## src/pkg/fst_defines.vh

```
// Constants for the frame start trigger and exposure controller.
// Assumes a 25 MHz reference clock; all times are counted in 1 us ticks.
//
// Overview of operation
// - Enabled hardware source selects frame start trigger.
// - Edge select picks rising or falling trigger.
// - Selected edge starts exposure, leaves waiting state.
// - Waiting state returns automatically when ready again.
// - One frame acquired per accepted trigger.
// - Edges outside waiting state are discarded.
// - Trigger during exposure ignored, overtrigger flagged.
// - Timed mode exposes for programmed microsecond count.
// - Width mode exposes until opposite edge.
// - Only timed and trigger width modes exist.
// - Width mode uses overlap limit for waiting status.
// - Start delay of 0 to 1000000 us.
// - Zero delay adds no delay.
// - Delay length taken from raw delay count.
// - No delay when triggering off or software.
// - Exposure raw value counts one microsecond units.
// - Waiting status reads one when trigger acceptable.
`ifndef FST_DEFINES_VH
`define FST_DEFINES_VH
`define FST_CLK_HZ        25000000
`define FST_TICK_NS       1000
`define FST_CLK_NS        40
`define FST_TICK_CYCLES   (`FST_TICK_NS / `FST_CLK_NS)
`define FST_SRC_LINE1     3'h0
`define FST_SRC_CC1       3'h1
`define FST_SRC_CC2       3'h2
`define FST_SRC_CC3       3'h3
`define FST_SRC_SOFTWARE  3'h4
`define FST_MODE_TIMED    1'b0
`define FST_MODE_WIDTH    1'b1
`define FST_EDGE_RISING   1'b0
`define FST_EDGE_FALLING  1'b1
`define FST_DELAY_MAX     20'hf4240
`define FST_TIME_W        22
`define FST_DELAY_W       20
`endif

```

## src/logic/fst_tick_gen.v

```verilog
// One microsecond tick generator for the trigger controller.
// Assumes ref_clk period divides one microsecond evenly.
`timescale 1ns/1ns
`include "fst_defines.vh"
module fst_tick_gen
#(
  parameter DIV = `FST_TICK_CYCLES
)
(
  input  wire ref_clk,
  input  wire sys_rst,
  output reg  tickOut
);
  reg [7:0] divCnt_q;

  // Free running divider; the tick is one clock wide every microsecond.
  always @(posedge ref_clk)
  begin
    if (sys_rst)
    begin
      divCnt_q <= 8'h00;
      tickOut  <= 1'b0;
    end
    else if (divCnt_q == DIV[7:0] - 8'h01)
    begin
      divCnt_q <= 8'h00;
      tickOut  <= 1'b1;
    end
    else
    begin
      divCnt_q <= divCnt_q + 8'h01;
      tickOut  <= 1'b0;
    end
  end
endmodule // fst_tick_gen

```

## src/logic/fst_trigger_ctrl.v

```verilog
// Frame start trigger, start delay and exposure control.
// Assumes trigger inputs are asynchronous pins and settings are static
// while an exposure is in progress.
`timescale 1ns/1ns
`include "fst_defines.vh"
module fst_trigger_ctrl
#(
  parameter TW = `FST_TIME_W,
  parameter DW = `FST_DELAY_W
)
(
  input  wire          ref_clk,
  input  wire          sys_rst,
  input  wire          extLine1,
  input  wire          extCc1,
  input  wire          extCc2,
  input  wire          extCc3,
  input  wire          trigEnable,
  input  wire [2:0]    trigSource,
  input  wire          edgeFalling,
  input  wire          exposeMode,
  input  wire [TW-1:0] exposeRaw,
  input  wire [TW-1:0] overlapRaw,
  input  wire [DW-1:0] delayRaw,
  input  wire          overErrClr,
  output reg           waitTrigger,
  output reg           exposeActive,
  output reg           frameStart,
  output reg           overErr
);
  localparam S_IDLE  = 4'b0001;
  localparam S_DELAY = 4'b0010;
  localparam S_EXPO  = 4'b0100;
  localparam S_DONE  = 4'b1000;

  reg  [3:0]    sync1_q;
  reg  [3:0]    sync2_q;
  reg           ext_frame_start_in_q;
  reg  [3:0]    state_q;
  reg  [3:0]    state_d;
  reg  [TW-1:0] cnt_q;
  reg  [TW-1:0] cnt_d;
  reg  [TW-1:0] expoCnt_q;
  wire          tick;
  wire          hwSel;
  wire          selLevel;
  wire          actEdge;
  wire          endEdge;
  wire [DW-1:0] delayLen;

  // Saturate the delay so a larger setting never stretches past one second.
  function [DW-1:0] clampDelay;
    input [DW-1:0] v;
    begin
      clampDelay = (v > `FST_DELAY_MAX) ? `FST_DELAY_MAX : v;
    end
  endfunction

  // One step up for the tick counters, shared by delay and exposure timing.
  function [TW-1:0] bump;
    input [TW-1:0] v;
    begin
      bump = v + {{(TW-1){1'b0}}, 1'b1};
    end
  endfunction

  fst_tick_gen u_tick
  (
    .ref_clk (ref_clk),
    .sys_rst (sys_rst),
    .tickOut (tick)
  );

  // Two stage synchronisers; only the second stage feeds edge detection.
  always @(posedge ref_clk)
  begin
    if (sys_rst)
    begin
      sync1_q <= 4'h0;
      sync2_q <= 4'h0;
    end
    else
    begin
      sync1_q <= {extCc3, extCc2, extCc1, extLine1};
      sync2_q <= sync1_q;
    end
  end

  // Software source selects no pin, so hardware logic stays quiet then.
  assign hwSel = trigEnable && (trigSource <= `FST_SRC_CC3);
  assign selLevel = sync2_q[trigSource[1:0]];

  // Previous level of the selected trigger for edge detection.
  always @(posedge ref_clk)
  begin
    if (sys_rst)
      ext_frame_start_in_q <= 1'b0;
    else
      ext_frame_start_in_q <= selLevel;
  end

  // Active edge per edge setting; the opposite edge ends width exposure.
  assign actEdge = hwSel && ((edgeFalling == `FST_EDGE_FALLING) ?
    (ext_frame_start_in_q & ~selLevel) :
    (~ext_frame_start_in_q & selLevel));
  assign endEdge = hwSel && ((edgeFalling == `FST_EDGE_FALLING) ?
    (~ext_frame_start_in_q & selLevel) :
    (ext_frame_start_in_q & ~selLevel));
  assign delayLen = clampDelay(delayRaw);

  // Next state; edges outside the idle state start nothing.
  always @*
  begin
    state_d = state_q;
    cnt_d   = cnt_q;
    case (state_q)
      S_IDLE:
      begin
        cnt_d = {TW{1'b0}};
        if (actEdge)
        begin
          if (delayLen == {DW{1'b0}})
            state_d = S_EXPO;
          else
            state_d = S_DELAY;
        end
      end
      S_DELAY:
      begin
        if (tick)
          cnt_d = bump(cnt_q);
        if (tick && bump(cnt_q) >= {{(TW-DW){1'b0}}, delayLen})
        begin
          state_d = S_EXPO;
          cnt_d   = {TW{1'b0}};
        end
      end
      S_EXPO:
      begin
        // Only two exposure modes exist, chosen by one bit.
        if (exposeMode == `FST_MODE_WIDTH)
        begin
          if (endEdge || !hwSel)
            state_d = S_DONE;
        end
        else if (tick)
        begin
          cnt_d = bump(cnt_q);
          if (cnt_d >= exposeRaw)
            state_d = S_DONE;
        end
      end
      S_DONE:
        state_d = S_IDLE;
      default:
        state_d = S_IDLE;
    endcase
  end

  // State, counters and outputs; one frame start pulse per accepted edge.
  always @(posedge ref_clk)
  begin
    if (sys_rst)
    begin
      state_q      <= S_IDLE;
      cnt_q        <= {TW{1'b0}};
      expoCnt_q    <= {TW{1'b0}};
      frameStart   <= 1'b0;
      exposeActive <= 1'b0;
      overErr      <= 1'b0;
      waitTrigger  <= 1'b0;
    end
    else
    begin
      state_q      <= state_d;
      cnt_q        <= cnt_d;
      frameStart   <= (state_q != S_EXPO) && (state_d == S_EXPO);
      exposeActive <= (state_d == S_EXPO);
      if (state_q != S_EXPO)
        expoCnt_q <= {TW{1'b0}};
      else if (tick && expoCnt_q != {TW{1'b1}})
        expoCnt_q <= bump(expoCnt_q);
      // Set beats clear when both land in the same cycle.
      if (actEdge && state_q != S_IDLE)
        overErr <= 1'b1;
      else if (overErrClr)
        overErr <= 1'b0;
      // In width mode the status may return once the overlap time passes,
      // since the ending edge is then the only thing still awaited.
      // The status stays low in the start cycle even with a zero limit.
      waitTrigger <= (state_d == S_IDLE) ||
        ((state_q == S_EXPO) && (state_d == S_EXPO) &&
         (exposeMode == `FST_MODE_WIDTH) &&
         (expoCnt_q >= overlapRaw));
    end
  end
endmodule // fst_trigger_ctrl

```

## config.mk

```make
export PLATFORM = sky130hd
export DESIGN_NAME = fst_trigger_ctrl
export DESIGN_NICKNAME = d
export VERILOG_FILES = /design/src/logic/fst_tick_gen.v /design/src/logic/fst_trigger_ctrl.v
export VERILOG_INCLUDE_DIRS = /design/src /design/src/pkg
export SDC_FILE = /design/constraint.sdc
export NUM_CORES = 1
export LEC_CHECK = 0
export BUFFER_PORTS_ARGS = -buffer_cell sky130_fd_sc_hd__buf_2
export CORE_ASPECT_RATIO = 1.25
export CORE_MARGIN = 10
export CORE_UTILIZATION = 58
export DETAILED_ROUTE_END_ITERATION = 8
export PLACE_DENSITY = 0.87
export SETUP_SLACK_MARGIN = 0.05
export SLEW_MARGIN = 20
export SYNTH_ARGS = -nofsm -noshare
export SYNTH_HDL_FRONTEND = slang
export SYNTH_HIERARCHICAL = 1
export SYNTH_SLANG_ARGS = --single-unit
```

## constraint.sdc

```tcl
create_clock -name ref_clk -period 4.6 [get_ports ref_clk]
set_input_delay 0.46 -clock ref_clk [delete_from_list [all_inputs] [get_ports ref_clk]]
set_output_delay 0.46 -clock ref_clk [all_outputs]
set_load 0.02 [all_outputs]
```

==> flow_summary.json, run 1 <==
{
  "diodes": 0,
  "cap_viol_max_count": 0,
  "routed_via_density": 5.74,
  "drt_wl_total_um": 12600,
  "nNetsFinal": 863,
  "worstHoldPathCells": 2,
  "hold_path_end": "sync1_q[0]",
  "grt_max_degree": 43,
  "reg2regPathDepth": 15,
  "cp-start-kind": "flip-flop",
  "antenna_found_initial": 0,
  "dieArea_um2": 13100,
  "fin_tns_setup_ns": 0,
  "synth_nets": 788,
  "synthFlopType": "dfxtp_1",
  "synth.area.top_cells": "dfxtp_1 27%, ha_1 16%, xnor2_1 5.2%, a21oi_1 4.7%, nand2_1 4.4%",
  "syn_to_final_growth_pct": 14.5,
  "rsz0062_at_grt": "no",
  "grt_pass1_wl_um": 21000,
  "hold_start": "extLine1",
  "r2r_end": "cnt_q[19]",
  "synth.distinct_cells": 64,
  "period_needed_ns": 4.07,
  "r2r_setup_slack_ns": 0.53,
  "drc_errors": 0,
  "syn_area_per_cell_um2": 8.05,
  "finalSetupViolations": 0,
  "root_buffer": "clkbuf_8",
  "cts.path.max_buffers": 2,
  "critPathKind": "reg -> reg",
  "synth_cells": 643,
  "dr.pass1.iters": 5,
  "hold_viol_final": 0,
  "dieWidth_um": 105,
  "grt_pass1_vias": 4903,
  "ant_nets": 0,
  "clk_latency_ns": 0.36,
  "cts-buffers-inserted": 9,
  "cts.reportedPaths.clkPinSlew_ns": 0.08,
  "cts_resized": 0,
  "routabilityCongestion": 0.875,
  "skew_ns": 0.0113,
  "synth_common_cells": "70 x dfxtp_1, 68 x ha_1, 61 x nand2_1, 57 x nor2_1, 56 x inv_1",
  "row_count": 38,
  "start_util": 0.595,
  "grt_usage": 0.189,
  "port_buffers": 80,
  "synth_edf_count": 0,
  "postCtsHoldBufs": 0,
  "yosys_warnings": 6,
  "maxSlewViolCount": 0,
  "core_um2": 8700,
  "critPathRequiredTime_ns": 4.90,
  "clock_sinks": 70,
  "yosysTopAreaCell": "dfxtp_1",
  "syn_area_um2": 5180,
  "drtIter0Drc": 287,
  "layout-drive-gt1-share": 0.163,
  "utilization": 0.682,
  "slew_headroom": 0.380,
  "regToRegStartpoint": "cnt_q[7]",
  "ys_ff_latch": 70,
  "hpwl_um": 9930,
  "tritoncts": "done",
  "grt_overflow_total": 0,
  "worstPathArrival_ns": 4.37,
  "via_count": 4837,
  "worstPathMaxFanout": 15,
  "min_period_over_period": 0.886,
  "seq_area_frac_synth": 0.271,
  "p_leak_nw": 2.69,
  "design.portCount": 81,
  "worst_pin_slew_ns": 0.917,
  "synthArstFlopShare": 0,
  "fmax_ghz": 0.245,
  "die_y_um": 126,
  "hold_class": "in -> reg",
  "wl_per_cell_um": 14.9,
  "yosysMostFrequentCell": "dfxtp_1",
  "h-tree-depth": 3,
  "synth_top_cell_area_share": 0.271,
  "ir_worst_vdd_mv": 0.113,
  "outcome": "finished, final reports clean",
  "cp-end-kind": "flip-flop",
  "cellPowerDensity_nw_per_um2": 229
}
-- where the power goes --
group	switching, W	total (W)	internal, W
Sequential	0.00000393	0.000616	0.000612
Combinational	0.0000605	0.000117	0.0000562
Clock	0.000238	0.000628	0.000390
Total	0.000303	0.00136	0.00106
-- through the flow --
stage / setup slack [ns] / total power, W / std cells / area [um^2] / hold slack [ns]
5_1_grt: 0.157 / 0.00140 / 843 / 5930 / 0.324
4_1_cts: 0.374 / 0.00137 / 842 / 5910 / 0.295
3_3_place_gp: 0.487 / 0.000739 / 826 / 5660 / 0.418
6_report: 0.526 / 0.00136 / 843 / 5930 / 0.308
3_5_place_dp: 0.307 / 0.000746 / 826 / 5660 / 0.420
2_1_floorplan: 0.696 / 0.000694 / 643 / 5180 / 0.414
-- logic make-up after synthesis --
logic type               count (synthesis)  synth area share
AND/OR/NAND/NOR                        263             0.270
multiplexers                             3           0.00821
adder cells (fa/ha/maj)                 68             0.164
buffers and inverters                   75            0.0577
XOR/XNOR                                44            0.0744
AO/OA/AOI/OAI                          120             0.155
flip-flops                              70             0.271
-- worst max-delay path, cell delays in order (launching register included) --
cell	delay, ns
dfxtp_1	0.46
nand4_1	0.28
or4_1	0.73
nor2_1	0.26
nand3_1	0.12
xnor2_1	0.28
ha_1	0.30
a21oi_1	0.16
o21a_1	0.13
o21ai_0	0.07
a211oi_1	0.26
buf_4	0.20
a32oi_4	0.15
buf_12	0.18
nor4b_1	0.27
a221o_1	0.16
-- metal layers --
metal / wire, um / global-route usage / up-vias
met5: 0 / 0 / -
met4: 478 / 0.0993 / 0
met3: 624 / 0.0357 / 36
met2: 6220 / 0.339 / 171
met1: 5260 / 0.205 / 2220
li1: - / - / 2410
-- final cells by class --
cell class | count | area [um^2]
Sequential cell | 70 | 1400
Clock inverter | 5 | 105
Tap cell | 120 | 150
Multi-Input combinational cell | 498 | 3480
Clock buffer | 11 | 151
Timing Repair Buffer | 83 | 435
Fill cell | 702 | 2770
Inverter | 56 | 210
-- sequential cells by signal, indices dropped and copies added, names as in the netlist --
signal / count
ext_frame_start_in_q: 1
overErr: 1
expoCnt_q: 22
cnt_q: 22
u_tick/divCnt_q: 8
u_tick/tickOut: 1
sync2_q: 4
sync1_q: 4
state_q: 4
exposeActive: 1
frameStart: 1
waitTrigger: 1
-- how the worst max path moves through the flow --
| stage | slack, ns | cells after the start | startpoint | endpoint |
|---|---|---|---|---|
| finish | 0.53 | 15 | cnt_q[7] | cnt_q[19] |
| global route | 0.16 | 15 | cnt_q[7] | cnt_q[19] |
| CTS | 0.37 | 14 | cnt_q[7] | cnt_q[2] |
| detailed placement | 0.31 | 15 | delayRaw[13] | cnt_q[2] |
| global placement | 0.49 | 15 | delayRaw[13] | cnt_q[2] |
| floorplan | 0.70 | 16 | delayRaw[13] | cnt_q[14] |
-- repair_timing --
action	CTS	global route
setup endpoints to repair	0	3
hold endpoints to repair	0	0
buffers inserted	0	1
-- layout by cell type, fill, tap and decap left out, types with 12 or more instances in the layout --
| master | synthesis | layout |
|---|---|---|
| buf_2 | 4 | 80 |
| dfxtp_1 | 70 | 70 |
| ha_1 | 68 | 68 |
| nand2_1 | 61 | 61 |
| nor2_1 | 57 | 57 |
| inv_1 | 56 | 56 |
| a21oi_1 | 49 | 49 |
| xnor2_1 | 31 | 31 |
| nand4_1 | 25 | 25 |
| nand2b_1 | 23 | 23 |
| o21ai_0 | 21 | 21 |
| nand3_1 | 19 | 19 |
| nor2b_1 | 15 | 15 |
| xor2_1 | 13 | 13 |
| nor3_1 | 13 | 13 |
| a21o_1 | 12 | 12 |
Note: power is estimated with default switching activity, not from simulation.
==> run 2, diff against run 1 <==
--- a/config.mk
+++ b/config.mk
@@ -11,10 +11,9 @@
 export CORE_MARGIN = 10
 export CORE_UTILIZATION = 58
 export DETAILED_ROUTE_END_ITERATION = 8
-export PLACE_DENSITY = 0.87
+export PLACE_DENSITY = 0.88
 export SETUP_SLACK_MARGIN = 0.05
 export SLEW_MARGIN = 20
 export SYNTH_ARGS = -nofsm -noshare
 export SYNTH_HDL_FRONTEND = slang
-export SYNTH_HIERARCHICAL = 1
 export SYNTH_SLANG_ARGS = --single-unit
==> flow_summary.json, run 2 <==
{
  "synth.distinct_cells": 57,
  "cts_setup_buffers": 0,
  "worstPathArrival_ns": 4.31,
  "grt_overflow_total": 0,
  "cts.reportedPaths.clkPinSlew_ns": 0.08,
  "yosysTopAreaCell": "dfxtp_1",
  "grt_usage": 0.194,
  "max_stage_delay_ns": 0.47,
  "min_period_over_period": 0.875,
  "start_util": 0.601,
  "dieArea_um2": 12700,
  "cellPowerDensity_nw_per_um2": 219,
  "synth_nets": 751,
  "final_common_cell": "buf_2",
  "grt_pass1_wl_um": 20200,
  "synthFlopType": "dfxtp_1",
  "yosysMostFrequentCell": "dfxtp_1",
  "cp-start-kind": "flip-flop",
  "cts.path.max_buffers": 2,
  "yosys_warnings": 0,
  "seq_area_frac_synth": 0.282,
  "ant_nets": 0,
  "finalSetupViolations": 0,
  "crit_buf_inv": 1,
  "design.portCount": 81,
  "root_buffer": "clkbuf_8",
  "fin_tns_setup_ns": 0,
  "rsz0062_at_grt": "no",
  "syn_area_per_cell_um2": 8.21,
  "outcome": "finished, final reports clean",
  "synth_common_cells": "70 x dfxtp_1, 68 x ha_1, 58 x inv_1, 57 x nor2_1, 45 x nand2_1",
  "crit_chain": "ha_1 > nand3_1 > or3_4 > nor2_1 > nand3_1 > xnor2_1 > ha_1 > o21ai_0 > o21ai_0 > o211ai_1 > nand3_1 > o31ai_4 > buf_4 > o21ai_0 > a31oi_1",
  "fillers": 654,
  "critPathTopFamily": "simple AND/OR/NAND/NOR gates",
  "nNetsFinal": 827,
  "die_y_um": 124,
  "synthArstFlopShare": 0,
  "syn_area_um2": 4980,
  "port_buffers": 80,
  "postCtsHoldBufs": 0,
  "hold_class": "in -> reg",
  "synth.area.top_cells": "dfxtp_1 28%, ha_1 17%, inv_1 4.4%, nor2_1 4.3%, xor2_1 4.2%",
  "syn_to_final_growth_pct": 13.5,
  "h-tree-depth": 3,
  "power_w": 0.00124,
  "period_needed_ns": 4.03,
  "cts-buffers-inserted": 9,
  "synth_top_cell_area_share": 0.282,
  "core_um2": 8290,
  "cap_viol_max_count": 0,
  "diodes": 0,
  "drt_wl_total_um": 12300,
  "slowest_stage": "or3_4",
  "critPathKind": "reg -> reg",
  "drc_errors": 0,
  "hold_viol_final": 0,
  "maxSlewViolCount": 0,
  "grt_pass1_vias": 4692,
  "fmax_ghz": 0.248,
  "routabilityCongestion": 0.951,
  "slew_headroom": 0.282,
  "grt_max_degree": 29,
  "ys_ff_latch": 70,
  "drtIter0Drc": 295,
  "clock_sinks": 70,
  "p_leak_nw": 2.72,
  "critPathRequiredTime_ns": 4.89,
  "synth_cells": 606,
  "clk_latency_ns": 0.35,
  "tritoncts": "done",
  "hpwl_um": 9840,
  "worstPathMaxFanout": 28,
  "ir_worst_vdd_mv": 0.122,
  "final_cell_mix": "80 x buf_2, 70 x dfxtp_1, 68 x ha_1, 58 x inv_1, 57 x nor2_1",
  "dieWidth_um": 103,
  "skew_ns": 0.00981,
  "layout-drive-gt1-share": 0.163,
  "via_count": 4571,
  "row_count": 37,
  "antenna_found_initial": 0,
  "cp-end-kind": "flip-flop",
  "reg_top3": "cnt_q x22, expoCnt_q x22, u_tick.divCnt_q x8",
  "dr.pass1.iters": 7,
  "cts_resized": 0,
  "wl_per_cell_um": 15.6,
  "worst_pin_slew_ns": 1.07,
  "synth_edf_count": 0,
  "routed_via_density": 5.83
}
[run 2: changes by cell type in the layout (fill, tap and decap cells not counted), moves of 7 or more]
cell / previous run / this run
a21oi_1: 49 / 28
a22o_1: 3 / 13
a31oi_1: 1 / 9
nand2_1: 61 / 45
nand2b_1: 23 / 11
nand4_1: 25 / 18
xnor2_1: 31 / 22
xor2_1: 13 / 24
[run 2: worst register-to-register path: cells and delay by family, from the launching register on]
| family | cells | cell delay [ns] |
|---|---|---|
| AO/OA/AOI/OAI | 6 | 1.05 |
| XOR/XNOR | 1 | 0.29 |
| adder cells (fa/ha/maj) | 2 | 0.59 |
| buffers and inverters | 1 | 0.32 |
| flip-flops | 1 | 0.46 |
| AND/OR/NAND/NOR | 5 | 1.27 |
[run 2: area by class of cell]
class,count,area [um^2],share of cell area
Inverter,58,218,0.0385
Clock inverter,7,81.3,0.0144
Timing Repair Buffer,82,415,0.0735
Clock buffer,9,124,0.0219
Tap cell,97,121,0.0215
Sequential cell,70,1400,0.248
Multi-Input combinational cell,461,3290,0.582
[run 2: cell families (layout without fill, tap and decap cells)]
kind of cell | count (synthesis) | after routing | share of synthesized area
and+or+nand+nor | 230 | 230 | 0.238
AOI/OAI and AO/OA | 113 | 113 | 0.158
buffers and inverters | 75 | 156 | 0.0588
DFF | 70 | 70 | 0.282
adders and majority gates | 68 | 68 | 0.171
xor gates and xnor gates | 46 | 46 | 0.0809
muxes | 4 | 4 | 0.0111
[run 2: stage by stage]
step                      utilization  cells  setup WS (ns)  cell area [um^2]  hold WS [ns]
after floorplan                     -    606          0.929              4980         0.414
after global placement          0.656    768          0.650              5440         0.417
after detailed placement        0.656    768          0.516              5440         0.430
after CTS                       0.681    784          0.621              5640         0.294
after global routing            0.682    784          0.297              5650         0.303
final                           0.682    784          0.574              5650         0.306
[run 2: where the power goes]
part	leakage (nW)	total [W]	switching, W	internal (W)
clock network	0.101	0.000514	0.000256	0.000258
registers	0.566	0.000615	0.00000338	0.000612
logic	2.05	0.000111	0.0000572	0.0000534
total	2.72	0.00124	0.000317	0.000923
[run 2: path summary, 6_finish.rpt]
check,slack (ns),cells past startpoint,to,startpoint
hold / removal,0.31,2,sync1_q[0],extLine1
setup / recovery,0.57,15,cnt_q[14],cnt_q[0]
hold reg to reg,0.44,1,sync2_q[2],sync1_q[2]
setup reg to reg,0.57,15,cnt_q[14],cnt_q[0]
[run 2: routing by layer]
metal  part of all wire  wire, um  GRT usage
met3              0.057       702     0.0416
met4              0.023       280     0.0749
met2               0.50      6100      0.356
met5                  0         0          0
met1               0.42      5170      0.211
